--- config.mk ---
export PLATFORM = sky130hd
export DESIGN_NAME = rstc_top
export DESIGN_NICKNAME = d
export VERILOG_FILES = /design/src/rstc_pkg.sv /design/src/rstc_window.sv /design/src/rstc_top.sv
export SDC_FILE = /design/constraint.sdc
export NUM_CORES = 1
export LEC_CHECK = 0
export ABC_AREA = 1
export BUFFER_PORTS_ARGS = -buffer_cell sky130_fd_sc_hd__clkbuf_2
export CAP_MARGIN = 0
export CORE_MARGIN = 10
export CORE_UTILIZATION = 56
export DETAILED_ROUTE_END_ITERATION = 8
export PLACE_DENSITY_LB_ADDON = 0.15
export SYNTH_ARGS = -nofsm -noshare
export SYNTH_HDL_FRONTEND = slang
export SYNTH_SLANG_ARGS = --single-unit
--- constraint.sdc ---
create_clock -name CLK -period 24 [get_ports CLK]
set_clock_uncertainty 0.05 [all_clocks]
set_input_delay 2.4 -clock CLK [delete_from_list [all_inputs] [get_ports CLK]]
set_output_delay 2.4 -clock CLK [all_outputs]
set_load 0.005 [all_outputs]
--- src/rstc_pkg.sv ---
// Constants for the receive section termination configuration block.
// Assumes an APB master and a frame tick on the block's own clock.
package rstc_pkg;

  // Register indices; byte address is four times the index
  localparam logic [7:0] IDX_TRACE_CTRL = 8'h0E;
  localparam logic [7:0] IDX_TRACE_DATA = 8'h0F;
  localparam logic [7:0] IDX_CLR_SIZE_LO = 8'h15;
  localparam logic [7:0] IDX_CLR_SIZE_HI = 8'h16;
  localparam logic [7:0] IDX_CLR_COUNT = 8'h17;
  localparam logic [7:0] IDX_CEILING = 8'h18;
  localparam logic [7:0] IDX_SET_SIZE_LO = 8'h1B;
  localparam logic [7:0] IDX_SET_SIZE_HI = 8'h1C;
  localparam logic [7:0] IDX_SET_COUNT = 8'h1D;
  localparam logic [7:0] IDX_THRESHOLD = 8'h1E;
  localparam logic [7:0] IDX_STATUS = 8'h30;
  localparam logic [7:0] IDX_INT_STATUS = 8'h31;
  localparam logic [7:0] IDX_INT_MASK = 8'h32;

  // Field positions
  localparam int CTRL_PTR_RESET_BIT = 0;
  localparam int CTRL_ACCESS_BIT = 1;
  localparam int STATUS_FLAG_BIT = 0;
  localparam int INT_SET_BIT = 0;
  localparam int INT_CLR_BIT = 1;
  localparam int INT_W = 2;

  // Widths and depths
  localparam int STR_DEPTH = 16;
  localparam int PTR_W = 4;
  localparam int WIN_SIZE_W = 11;
  localparam int WIN_CNT_W = 7;
  localparam int FRAME_CNT_W = 14;
  localparam int ERR_CNT_W = 16;

  // Reset values
  localparam logic [WIN_SIZE_W-1:0] RST_WIN_SIZE = 11'h000;
  localparam logic [WIN_CNT_W-1:0] RST_SET_COUNT = 7'h03;
  localparam logic [WIN_CNT_W-1:0] RST_CLR_COUNT = 7'h07;
  localparam logic [7:0] RST_THRESHOLD = 8'h2B;
  localparam logic [7:0] RST_CEILING = 8'h08;

  typedef enum logic {RSTC_SET_MODE, RSTC_CLR_MODE} rstc_mode_type;

endpackage

--- src/rstc_window.sv ---
// One window evaluator: counts B2 errors over back-to-back windows.
// Assumes frame_tick and err_pulse are one-cycle pulses on clk.
`timescale 1ns/10ps
module rstc_window #(
  parameter rstc_pkg::rstc_mode_type MODE = rstc_pkg::RSTC_SET_MODE
) (
  input logic clk,
  input logic reset,
  input logic frame_tick,
  input logic err_pulse,
  input logic [rstc_pkg::WIN_SIZE_W-1:0] win_size,
  input logic [7:0] threshold,
  output logic done_r,
  output logic qual_r,
  output logic [rstc_pkg::WIN_CNT_W-1:0] run_r
);

  logic [rstc_pkg::FRAME_CNT_W-1:0] frame_cnt_r;
  logic [rstc_pkg::ERR_CNT_W-1:0] err_cnt_r;
  logic [rstc_pkg::ERR_CNT_W-1:0] err_total;
  logic [rstc_pkg::FRAME_CNT_W-1:0] last_frame;
  logic window_end;
  logic qual_now;

  ////////////////////////////////////////////////////////////////////////
  // Window length is 8*(v+1) frames; last index is {v,3'b111}
  assign last_frame = {win_size, 3'h7};
  // Compare with >= so a size shrunk mid-window ends at the next frame tick
  assign window_end = frame_tick && (frame_cnt_r >= last_frame);
  // Saturate rather than wrap on long windows
  assign err_total = (err_cnt_r == 16'hFFFF) ? err_cnt_r :
    err_cnt_r + {15'h0000, err_pulse};

  always_comb
  begin
    if (MODE == rstc_pkg::RSTC_SET_MODE)
    begin
      qual_now = (threshold == 8'h00) ||
        (err_total >= {8'h00, threshold});
    end
    else
    begin
      qual_now = (threshold == 8'h00) ||
        (err_total <= {8'h00, threshold});
    end
  end

  always_ff @(posedge clk or posedge reset)
  begin
    if (reset)
      frame_cnt_r <= 14'h0000;
    else if (window_end)
      frame_cnt_r <= 14'h0000;
    else if (frame_tick)
      frame_cnt_r <= frame_cnt_r + 14'h0001;
  end

  always_ff @(posedge clk or posedge reset)
  begin
    if (reset)
      err_cnt_r <= 16'h0000;
    else if (window_end)
      err_cnt_r <= 16'h0000;
    else
      err_cnt_r <= err_total;
  end

  always_ff @(posedge clk or posedge reset)
  begin
    if (reset)
    begin
      done_r <= 1'b0;
      qual_r <= 1'b0;
      run_r <= 7'h00;
    end
    else
    begin
      done_r <= window_end;
      if (window_end)
      begin
        qual_r <= qual_now;
        if (!qual_now)
          run_r <= 7'h00;
        else if (run_r != 7'h7F)
          run_r <= run_r + 7'h01;
      end
    end
  end

  a_window_restart: assert property (@(posedge clk) disable iff (reset)
    window_end |=> (frame_cnt_r == 14'h0000) && (err_cnt_r == 16'h0000))
    else $error("window did not restart");

  a_run_broken: assert property (@(posedge clk) disable iff (reset)
    (done_r && !qual_r) |-> (run_r == 7'h00))
    else $error("run not restarted after failing window");

  a_zero_thr_qual: assert property (@(posedge clk) disable iff (reset)
    (window_end && threshold == 8'h00) |=> (done_r && qual_r))
    else $error("zero threshold window not qualified");

endmodule

--- src/rstc_top.sv ---
// Receive section termination configuration: trace string port and
// excessive B2 set/clear window logic behind an APB slave.
// Assumes APB, frame tick, B2 error pulses and pointer advance on CLK.
//
// Operation
// - Access bit one: each software data read or write advances pointer.
// - Access bit zero: the trace comparison hardware advances the pointer.
// - Rising edge written to pointer-reset bit returns pointer to byte zero.
// - Software mode: data access uses pointed byte, then pointer increments.
// - Set and clear windows last eight times field plus one frames.
// - Window is excessive when errors reach the threshold, reset 2B.
// - Zero threshold makes every set window excessive.
// - Flag sets when consecutive excessive windows reach set count, reset 3.
// - With flag clear and set count zero, flag never sets.
// - Flag clears when consecutive good windows reach clear count, reset 7.
// - With flag set and clear count zero, flag never clears.
// - Window sizes are two byte registers, high byte at higher index.
// - Clear window is good when errors do not exceed ceiling or ceiling is zero, reset 08.
`timescale 1ns/10ps
module rstc_top (
  input logic CLK,
  input logic RESET,
  input logic PSEL,
  input logic PENABLE,
  input logic PWRITE,
  input logic [9:0] PADDR,
  input logic [31:0] PWDATA,
  output logic [31:0] PRDATA,
  output logic PREADY,
  output logic PSLVERR,
  input logic FRAME_TICK,
  input logic B2_ERROR,
  input logic HW_PTR_ADVANCE,
  output logic [7:0] EXPECTED_BYTE,
  output logic [rstc_pkg::PTR_W-1:0] EXPECTED_POINTER,
  output logic EXCESSIVE_PARITY_ERROR_FLAG,
  output logic IRQ
);

  logic [7:0] mem_r [rstc_pkg::STR_DEPTH];
  logic [rstc_pkg::PTR_W-1:0] ptr_r;
  logic software_string_access_r;
  logic expected_string_pointer_reset_r;
  logic [rstc_pkg::WIN_SIZE_W-1:0] set_window_size_field_r;
  logic [rstc_pkg::WIN_SIZE_W-1:0] clear_window_size_field_r;
  logic [rstc_pkg::WIN_CNT_W-1:0] set_window_count_field_r;
  logic [rstc_pkg::WIN_CNT_W-1:0] clear_window_count_field_r;
  logic [7:0] excessive_error_threshold_r;
  logic [7:0] nonexcessive_error_ceiling_r;
  logic flag_r;
  logic [rstc_pkg::INT_W-1:0] int_status_r;
  logic [rstc_pkg::INT_W-1:0] int_status_nxt;
  logic [rstc_pkg::INT_W-1:0] int_mask_r;
  logic pready_r;
  logic pslverr_r;
  logic [31:0] prdata_r;
  logic [7:0] exp_byte_r;
  logic irq_r;

  logic [7:0] idx;
  logic mapped;
  logic start;
  logic done;
  logic wr_en;
  logic rd_en;
  logic [31:0] rd_mux;
  logic data_access;
  logic ptr_reset_edge;
  logic sw_advance;
  logic hw_advance;
  logic set_done;
  logic set_qual;
  logic [rstc_pkg::WIN_CNT_W-1:0] set_run;
  logic clr_done;
  logic clr_qual;
  logic [rstc_pkg::WIN_CNT_W-1:0] clr_run;
  logic flag_set;
  logic flag_clr;

  ////////////////////////////////////////////////////////////////////////
  // APB slave: one wait state on every transfer, so read data is
  // captured from a registered mux instead of a long combinational path
  assign idx = PADDR[9:2];
  assign start = PSEL && PENABLE && !pready_r;
  assign done = PSEL && PENABLE && pready_r;
  assign wr_en = done && PWRITE && mapped;
  assign rd_en = done && !PWRITE && mapped;

  always_comb
  begin
    mapped = (PADDR[1:0] == 2'h0);
    rd_mux = 32'h00000000;
    case (idx)
      // Control bits are write-only and read as zero
      rstc_pkg::IDX_TRACE_CTRL: rd_mux = 32'h00000000;
      rstc_pkg::IDX_TRACE_DATA: rd_mux[7:0] = mem_r[ptr_r];
      rstc_pkg::IDX_CLR_SIZE_LO: rd_mux[7:0] = clear_window_size_field_r[7:0];
      rstc_pkg::IDX_CLR_SIZE_HI:
        rd_mux[2:0] = clear_window_size_field_r[10:8];
      rstc_pkg::IDX_CLR_COUNT: rd_mux[6:0] = clear_window_count_field_r;
      rstc_pkg::IDX_CEILING: rd_mux[7:0] = nonexcessive_error_ceiling_r;
      rstc_pkg::IDX_SET_SIZE_LO: rd_mux[7:0] = set_window_size_field_r[7:0];
      rstc_pkg::IDX_SET_SIZE_HI:
        rd_mux[2:0] = set_window_size_field_r[10:8];
      rstc_pkg::IDX_SET_COUNT: rd_mux[6:0] = set_window_count_field_r;
      rstc_pkg::IDX_THRESHOLD: rd_mux[7:0] = excessive_error_threshold_r;
      rstc_pkg::IDX_STATUS: rd_mux[rstc_pkg::STATUS_FLAG_BIT] = flag_r;
      rstc_pkg::IDX_INT_STATUS: rd_mux[1:0] = int_status_r;
      rstc_pkg::IDX_INT_MASK: rd_mux[1:0] = int_mask_r;
      default: mapped = 1'b0;
    endcase
  end

  always_ff @(posedge CLK or posedge RESET)
  begin
    if (RESET)
    begin
      pready_r <= 1'b0;
      pslverr_r <= 1'b0;
      prdata_r <= 32'h00000000;
    end
    else
    begin
      pready_r <= start;
      pslverr_r <= start && !mapped;
      if (start && !PWRITE && mapped)
        prdata_r <= rd_mux;
      else if (done)
        prdata_r <= 32'h00000000;
    end
  end

  ////////////////////////////////////////////////////////////////////////
  // Configuration registers
  always_ff @(posedge CLK or posedge RESET)
  begin
    if (RESET)
    begin
      software_string_access_r <= 1'b0;
      expected_string_pointer_reset_r <= 1'b0;
      set_window_size_field_r <= rstc_pkg::RST_WIN_SIZE;
      clear_window_size_field_r <= rstc_pkg::RST_WIN_SIZE;
      set_window_count_field_r <= rstc_pkg::RST_SET_COUNT;
      clear_window_count_field_r <= rstc_pkg::RST_CLR_COUNT;
      excessive_error_threshold_r <= rstc_pkg::RST_THRESHOLD;
      nonexcessive_error_ceiling_r <= rstc_pkg::RST_CEILING;
      int_mask_r <= 2'h0;
    end
    else if (wr_en)
    begin
      case (idx)
        rstc_pkg::IDX_TRACE_CTRL:
        begin
          software_string_access_r <= PWDATA[rstc_pkg::CTRL_ACCESS_BIT];
          expected_string_pointer_reset_r <=
            PWDATA[rstc_pkg::CTRL_PTR_RESET_BIT];
        end
        rstc_pkg::IDX_CLR_SIZE_LO:
          clear_window_size_field_r[7:0] <= PWDATA[7:0];
        rstc_pkg::IDX_CLR_SIZE_HI:
          clear_window_size_field_r[10:8] <= PWDATA[2:0];
        rstc_pkg::IDX_CLR_COUNT: clear_window_count_field_r <= PWDATA[6:0];
        rstc_pkg::IDX_CEILING: nonexcessive_error_ceiling_r <= PWDATA[7:0];
        rstc_pkg::IDX_SET_SIZE_LO:
          set_window_size_field_r[7:0] <= PWDATA[7:0];
        rstc_pkg::IDX_SET_SIZE_HI:
          set_window_size_field_r[10:8] <= PWDATA[2:0];
        rstc_pkg::IDX_SET_COUNT: set_window_count_field_r <= PWDATA[6:0];
        rstc_pkg::IDX_THRESHOLD: excessive_error_threshold_r <= PWDATA[7:0];
        rstc_pkg::IDX_INT_MASK: int_mask_r <= PWDATA[1:0];
        default: int_mask_r <= int_mask_r;
      endcase
    end
  end

  ////////////////////////////////////////////////////////////////////////
  // Expected string pointer; reset beats any advance in the same cycle
  assign data_access = done && mapped && (idx == rstc_pkg::IDX_TRACE_DATA);
  assign ptr_reset_edge = wr_en && (idx == rstc_pkg::IDX_TRACE_CTRL) &&
    PWDATA[rstc_pkg::CTRL_PTR_RESET_BIT] &&
    !expected_string_pointer_reset_r;
  assign sw_advance = software_string_access_r && data_access;
  assign hw_advance = !software_string_access_r && HW_PTR_ADVANCE;

  always_ff @(posedge CLK or posedge RESET)
  begin
    if (RESET)
      ptr_r <= 4'h0;
    else if (ptr_reset_edge)
      ptr_r <= 4'h0;
    else if (sw_advance || hw_advance)
      ptr_r <= ptr_r + 4'h1;
  end

  // String bytes; software may write in either mode, only the
  // advance depends on the access bit
  genvar gi;
  generate
    for (gi = 0; gi < rstc_pkg::STR_DEPTH; gi++)
    begin : g_str
      always_ff @(posedge CLK or posedge RESET)
      begin
        if (RESET)
          mem_r[gi] <= 8'h00;
        else if (wr_en && (idx == rstc_pkg::IDX_TRACE_DATA) &&
          (ptr_r == 4'(gi)))
          mem_r[gi] <= PWDATA[7:0];
      end
    end
  endgenerate

  always_ff @(posedge CLK or posedge RESET)
  begin
    if (RESET)
      exp_byte_r <= 8'h00;
    else
      exp_byte_r <= mem_r[ptr_r];
  end

  ////////////////////////////////////////////////////////////////////////
  // Set and clear windows
  rstc_window #(.MODE(rstc_pkg::RSTC_SET_MODE)) u_set_win (
    .clk(CLK),
    .reset(RESET),
    .frame_tick(FRAME_TICK),
    .err_pulse(B2_ERROR),
    .win_size(set_window_size_field_r),
    .threshold(excessive_error_threshold_r),
    .done_r(set_done),
    .qual_r(set_qual),
    .run_r(set_run)
  );

  rstc_window #(.MODE(rstc_pkg::RSTC_CLR_MODE)) u_clr_win (
    .clk(CLK),
    .reset(RESET),
    .frame_tick(FRAME_TICK),
    .err_pulse(B2_ERROR),
    .win_size(clear_window_size_field_r),
    .threshold(nonexcessive_error_ceiling_r),
    .done_r(clr_done),
    .qual_r(clr_qual),
    .run_r(clr_run)
  );

  // A zero count never matches, which keeps the flag where it is
  assign flag_set = !flag_r && set_done && set_qual &&
    (set_window_count_field_r != 7'h00) &&
    (set_run >= set_window_count_field_r);
  assign flag_clr = flag_r && clr_done && clr_qual &&
    (clear_window_count_field_r != 7'h00) &&
    (clr_run >= clear_window_count_field_r);

  always_ff @(posedge CLK or posedge RESET)
  begin
    if (RESET)
      flag_r <= 1'b0;
    else if (flag_set)
      flag_r <= 1'b1;
    else if (flag_clr)
      flag_r <= 1'b0;
  end

  ////////////////////////////////////////////////////////////////////////
  // Sticky events, write one to clear; a new event wins over the clear
  always_comb
  begin
    int_status_nxt = int_status_r;
    if (wr_en && (idx == rstc_pkg::IDX_INT_STATUS))
      int_status_nxt = int_status_r & ~PWDATA[1:0];
    if (flag_set)
      int_status_nxt[rstc_pkg::INT_SET_BIT] = 1'b1;
    if (flag_clr)
      int_status_nxt[rstc_pkg::INT_CLR_BIT] = 1'b1;
  end

  always_ff @(posedge CLK or posedge RESET)
  begin
    if (RESET)
    begin
      int_status_r <= 2'h0;
      irq_r <= 1'b0;
    end
    else
    begin
      int_status_r <= int_status_nxt;
      irq_r <= |(int_status_r & int_mask_r);
    end
  end

  assign PRDATA = prdata_r;
  assign PREADY = pready_r;
  assign PSLVERR = pslverr_r;
  assign EXPECTED_BYTE = exp_byte_r;
  assign EXPECTED_POINTER = ptr_r;
  assign EXCESSIVE_PARITY_ERROR_FLAG = flag_r;
  assign IRQ = irq_r;

  ////////////////////////////////////////////////////////////////////////
  a_sw_ptr_step: assert property (@(posedge CLK) disable iff (RESET)
    (sw_advance && !ptr_reset_edge) |=> (ptr_r == $past(ptr_r) + 4'h1))
    else $error("software access did not advance pointer");

  a_hw_ptr_step: assert property (@(posedge CLK) disable iff (RESET)
    (!software_string_access_r && HW_PTR_ADVANCE && !ptr_reset_edge)
    |=> (ptr_r == $past(ptr_r) + 4'h1))
    else $error("hardware advance ignored");

  a_sw_mode_hold: assert property (@(posedge CLK) disable iff (RESET)
    (software_string_access_r && !data_access && !ptr_reset_edge)
    |=> $stable(ptr_r))
    else $error("pointer moved without software access");

  a_ptr_reset_edge: assert property (@(posedge CLK) disable iff (RESET)
    (wr_en && idx == rstc_pkg::IDX_TRACE_CTRL && PWDATA[0] &&
    !expected_string_pointer_reset_r) |=> (ptr_r == 4'h0))
    else $error("pointer not reset on rising edge");

  a_flag_set_run: assert property (@(posedge CLK) disable iff (RESET)
    (!flag_r && set_done && set_qual && set_window_count_field_r != 7'h00 &&
    set_run >= set_window_count_field_r) |=> flag_r ##1 flag_r)
    else $error("flag not set after run of bad windows");

  a_never_set: assert property (@(posedge CLK) disable iff (RESET)
    (!flag_r && set_window_count_field_r == 7'h00) |=> !flag_r)
    else $error("flag set with zero set count");

  a_flag_clear_run: assert property (@(posedge CLK) disable iff (RESET)
    (flag_r && clr_done && clr_qual && clear_window_count_field_r != 7'h00 &&
    clr_run >= clear_window_count_field_r) |=> !flag_r)
    else $error("flag not cleared after run of good windows");

  a_never_clear: assert property (@(posedge CLK) disable iff (RESET)
    (flag_r && clear_window_count_field_r == 7'h00) |=> flag_r)
    else $error("flag cleared with zero clear count");

  a_flag_holds: assert property (@(posedge CLK) disable iff (RESET)
    (!set_done && !clr_done) |=> $stable(flag_r))
    else $error("flag changed without window decision");

  a_irq_follows: assert property (@(posedge CLK) disable iff (RESET)
    ##1 (irq_r == |($past(int_status_r) & $past(int_mask_r))))
    else $error("interrupt output disagrees with status and mask");

  a_apb_wait: assert property (@(posedge CLK) disable iff (RESET)
    (start && PSEL && PENABLE) |=> pready_r ##1 !pready_r)
    else $error("ready not one cycle after access phase");

endmodule

Word-level counts from Yosys, hierarchy flattened --
Index checks and enable logic that the tools add are counted.
Storage, ports and cells: logic and storage cells 207, output and inout port bits 48, input bits 50, bits in registers 312
Operators by class: bitwise logic cells 4, equality and inequality tests 34, order comparisons 7, multiplexer cells 30, reductions and logical operators 79, add/subtract/negate cells 7
Operators with widths (number):
- equality test 8 x 5 -> 1 bit, second input constant | 8
- 2-to-1 mux 16 bit | 4
- 2-to-1 mux 32 bit | 2
- 2-to-1 mux 14 bit | 4
- logical AND 1 bit | 43
- adder 16 x 1 -> 16 bit | 2
- binary-select mux 8 bit (select 4 bit) | 1
- equality test 16 bit, second input constant | 2
- equality test 4 bit, second input constant | 8
- adder 14 x 1 -> 14 bit, second input constant | 2
- greater-or-equal comparator 14 bit | 2
- 2-to-1 mux 7 bit | 4
- case mux 4 bit (7 select lines) | 1
- equality test 8 x 6 -> 1 bit, second input constant | 3
- AND reduction 2 bit | 12
- equality test 4 x 3 -> 1 bit, second input constant | 4
- equality test 8 x 4 -> 1 bit, second input constant | 2
- greater-or-equal comparator 16 x 8 -> 1 bit | 1
- less-or-equal comparator 16 x 8 -> 1 bit | 1
- logical NOT 8 bit | 2
- 2-to-1 mux 8 bit | 2
- adder 7 x 1 -> 7 bit, second input constant | 2
- greater-or-equal comparator 7 bit | 2
- != test 7 bit, second input constant | 2
- 23 further kinds | 45

Longest topological paths before layout --
depth after elaboration 9, depth in mapped cells 25, mapped depth without buffers 25

By module --
A second synthesis with hierarchy kept.
Second synthesis, totals: cells, all modules 1977, area total of the unflattened synthesis 15909.0 µm²
By module, submodules not included:
- rstc_top | sequential area each 5267.6 µm², instances 1, cells an instance 1203, area an instance 10237.3 µm²
- rstc_window at u_set_win | sequential area each 975.9 µm², instances 1, cells an instance 407, area an instance 2947.8 µm²
- rstc_window at u_clr_win | sequential area each 975.9 µm², instances 1, cells an instance 367, area an instance 2723.9 µm²

Worst setup path after synthesis --
Ideal clock, no wire load.
path kind in2reg, start point input B2_ERROR, end point register u_clr_win.run_r[2] (netlist bit), setup slack 19.313 ns, stages on the path 20, required time 23.884 ns, arrival 4.571 ns, cell sequence ha_1 > ha_1 > nand3_1 > nor2_1 > inv_1 > nor3_1 > a21oi_1 > ha_1 > nand2_1 > nor2_1 > nand4_1 > nand2_1 > nand3_1 > nor2_1 > nand2_1 > nand2_1 > nand2_1 > nand2_1 > nand2_1 > nand2_1
Between the ends: word-level cells in the longest chain between the ends 6
Ends and longest elaborated chain:
- from (decl) | RTL line rstc_top.sv:32 | input logic B2_ERROR,
- adder 16 x 1 -> 16 bit (*) | RTL line rstc_window.sv:32 | err_cnt_r + {15'h0000, err_pulse};
- 2-to-1 mux 16 bit (*) | RTL line rstc_window.sv:31 | assign err_total = (err_cnt_r == 16'hFFFF) ? err_cnt_r :
- less-or-equal comparator 16 x 8 -> 1 bit (*) | RTL line rstc_window.sv:44 | (err_total <= {8'h00, threshold});
- logical OR 1 bit (*) | RTL line rstc_window.sv:43 | qual_now = (threshold == 8'h00) ||
- != test 2 bit (no line)
- AND reduction 2 bit (no line)
- to (signal assigned) | RTL line rstc_window.sv:85 | run_r <= run_r + 7'h01;
- to (decl) | RTL line rstc_window.sv:15 | output logic [rstc_pkg::WIN_CNT_W-1:0] run_r
Mark *: on every way between the ends. The rest lies on a longest branch, timed or not. A chain may end at the register's enable or synchronous reset.

Worst setup path in the final report --
start point input PADDR[9], end point register mem_r[127] (netlist bit)
Between the ends: word-level cells in the longest chain between the ends 6
Ends and longest elaborated chain:
- from (decl) | RTL line rstc_top.sv:26 | input logic [9:0] PADDR,
- equality test 8 x 4 -> 1 bit (tied with other cells) | RTL line rstc_top.sv:93 | case (idx)
- OR reduction 13 bit (no line)
- 2-to-1 mux 1 bit | RTL line rstc_top.sv:93
- logical AND 1 bit | RTL line rstc_top.sv:86 | assign wr_en = done && PWRITE && mapped;
- logical AND 1 bit (*) (2 in a row) | RTL line rstc_top.sv:205 | else if (wr_en && (idx == rstc_pkg::IDX_TRACE_DATA) &&
- to (signal, indexed assignment) | RTL line rstc_top.sv:207 | mem_r[gi] <= PWDATA[7:0];
- to (decl) | RTL line rstc_top.sv:40 | logic [7:0] mem_r [rstc_pkg::STR_DEPTH];
Marked as above.

==> metrics.txt <==
hold violation total from the final report 0; number of vias in the routed layout 12800; Pwr Density 74.3 nW/um^2; CP max stage delay 0.66 ns; Final ANT Viol Nets 0; Mapped Cells 1905; type of origin of the critical path input pin; crit path cell chain clkbuf_2 > nor2_2 > nand3_2 > clkinv_2 > nand2_2 > inv_1 > nor2_1 > nand3_2 > nand3_2 > nor2_4 > nand3_1 > nand2_1 > o21ai_0; IO Count 98; Num CTS Buffers 34; sequential share of the synthesized area 47.2%; share of cells above drive strength 1 about 7.5%; Die X 185 um; Sequential cell area 7220 um^2; GPL Wtd Cong 0.929; CTS Hold Buffers Added 0; PortBufs 49; Syn Area/Cell 8.03 um^2; Placed Area 15600 um^2; CTS tree done; largest family of logic cells by synthesized area simple AND/OR/NAND/NOR gates; Max Slew Vio Count 0; mux contribution to synthesized area 0%; DR DRC count 0; Synth Flop Type dfrtp_1; 1st-iter DRT viols ~1400; Setup Buffers After CTS 0; total number of clock tree sinks 288; Hold Crit Class reg -> reg; die area 34300 um^2; unrepaired setup endpoints after global routing false; vias in the first global route 12100; Crit-path slowest cell nand3_1; dpl hpwl roughly 26000 um; synthesis warning total 0; Die Ht 185 um; clock buffer depth 3; slew margin rel. 23.9%; worst-margin pin slew about 1.1 ns; Worst EP arrival 5.26 ns; Synth Register Bits 288; f_max 202 MHz; Worst Setup End Kind flop; first-pass GRT wire length approximately 64000 um; minimum clock period 4.95 ns; ANT cells 0; overall routing resource usage 23.1%; Clk Latency, worst-skew pair between 0.5 and 0.6 ns; post-route cell area around 17000 um^2; vias per cell 5.57; area of the multi-input gates 6840 um^2; VDD IR max 0.0514 mV; wirelength, routed 38800 um; Resize count post-CTS 0; Root Driver clkbuf_16; Synth Area in XOR/XNOR 1.89%; initial core utilization 56.9%; # fillers 2444; simple-gate share of the synthesized area 23.3%; wire length per cell approximately 17 um; setup tns final 0 ns; Distinct cells, synth 44; nets@finish 2038; Crit Path Max Fanout 16; final setup fails 0; critical path type in -> reg; Synth-to-Final Area Change 9.35%; Final Util about 62%; EDFF count, synth 0; clock slew at reported path FFs around 0.060 ns; Core Area approximately 27000 um^2; Remaining Overflow, GRT 0; worst setup margin around 19 ns; DRT Pass-1 Iters 5; Synth Area in Compound Gates 13.7%; Rows 60; LEAKAGE 8.10 nW; Crit path top cell by count nand3_2; post-placement worst setup slack 18.60 ns; area of the mapped netlist 15300 um^2; Final Cycle Share 20.6%; adder-cell share of the synthesized area 5.24%; status finished, final reports clean; initial antenna violation count 0; max_cap viols 0; Worst EP required 24.31 ns; Layout Cells excl Fill between 2000 and 2500; largest net degree at the start of global routing 153; async set-or-reset flop fraction in the synthesized netlist 100%; DP Cell Count 2229; H-tree depth 2
[worst max-delay path: cells and delay by family]
kind,cells,cell delay (ns)
AO/OA/AOI/OAI,1,0.11
AND/OR/NAND/NOR,9,2.30
buffers and inverters,3,0.44
[cell type report]
class	instances	share of cell area, %
flip-flops and latches	288	43.2
well taps	341	2.55
repair buffers	57	1.90
clock inverters	7	0.696
multi-input cells	1339	40.9
inverters	204	4.63
clock buffers	54	6.14
[flip-flops by register name, summed over array words and instances, names as in the netlist, 11 cells and up]
signal	flops
u_clr_win.err_cnt_r	16
set_window_size_field_r	11
u_set_win.frame_cnt_r	14
u_clr_win.frame_cnt_r	14
mem_r	128
u_set_win.err_cnt_r	16
clear_window_size_field_r	11
[logic make-up (layout without fill, tap and decap cells)]
| kind of cell | count (synthesis) | in the layout |
|---|---|---|
| simple gates | 828 | 828 |
| compound gates | 390 | 390 |
| buf+inv | 301 | 322 |
| flops | 288 | 288 |
| fa+ha+maj | 64 | 64 |
| xor+xnor | 33 | 33 |
| other cells | 1 | 24 |
[cells in the mapped netlist (2+ instances only)]
cell type / instances / area share, %
nand2_1: 468 / 11
dfrtp_1: 278 / 45
inv_1: 202 / 5.0
nor2_1: 193 / 4.7
o21ai_0: 188 / 6.2
o21ai_1: 83 / 2.7
nand3_1: 68 / 2.2
ha_1: 64 / 5.2
clkbuf_1: 48 / 1.2
o22ai_1: 48 / 2.0
a21oi_1: 43 / 1.4
nand4_1: 43 / 1.8
buf_4: 24 / 1.2
xor2_1: 22 / 1.3
nor3_1: 18 / 0.59
buf_2: 11 / 0.36
xnor2_1: 11 / 0.63
buf_6: 10 / 0.74
dfstp_2: 10 / 1.7
nand3_4: 10 / 1.1
nor4_1: 8 / 0.33
a221oi_1: 6 / 0.34
a31oi_1: 5 / 0.20
nand3_2: 4 / 0.26
nor3b_1: 4 / 0.20
o21a_1: 4 / 0.20
or2_2: 4 / 0.16
buf_1: 3 / 0.074
nand2_2: 3 / 0.12
o2111ai_1: 3 / 0.17
a211oi_1: 2 / 0.098
a41oi_1: 2 / 0.11
nand3b_1: 2 / 0.098
o21bai_1: 2 / 0.098
o221ai_1: 2 / 0.11
[cells in the final DEF, fill, tap and decap left out, types with 48 or more instances in the layout]
cell / count
nand2_1: 468
ha_1: 64
dfrtp_1: 277
o21ai_0: 188
nor2_1: 191
clkbuf_2: 49
nand3_1: 68
inv_1: 200
o21ai_1: 83
o22ai_1: 48
[routing by layer]
metal  part of all wire (%)  global-route usage (%)  vias to the layer above
met5                      0                       0                        -
met4                    2.1                    6.40                        0
met3                    7.5                    4.31                       63
met2                     43                    34.5                      414
met1                     47                    33.4                     6026
li1                       -                       -                     6257
[power breakdown]
part / switching (mW) / internal [mW]
Combinational: 0.114 / 0.0642
Clock: 0.201 / 0.326
Sequential: 0.0276 / 0.511
[worst paths after layout]
check	startpoint	end	slack [ns]	cells past startpoint
setup / recovery	PADDR[9]	mem_r[127]	19.05	13
hold / removal	PRDATA[6]	PRDATA[6]	0.42	2
setup reg to reg	u_set_win.err_cnt_r[4]	u_set_win.run_r[3]	20.58	21
hold reg to reg	PRDATA[6]	PRDATA[6]	0.42	2
max in group asynchronous	RESET	u_set_win.err_cnt_r[9]	20.42	3
min in group asynchronous	RESET	mem_r[94]	2.04	2
[stage by stage]
step	power, mW	hold slack [ns]
after floorplan	0.678	0.398
after global routing	1.31	0.446
final	1.24	0.423
after global placement	0.717	0.408
after detailed placement	0.724	0.410
after CTS	1.25	0.425
No activity file was read; power rests on OpenSTA's default activity.
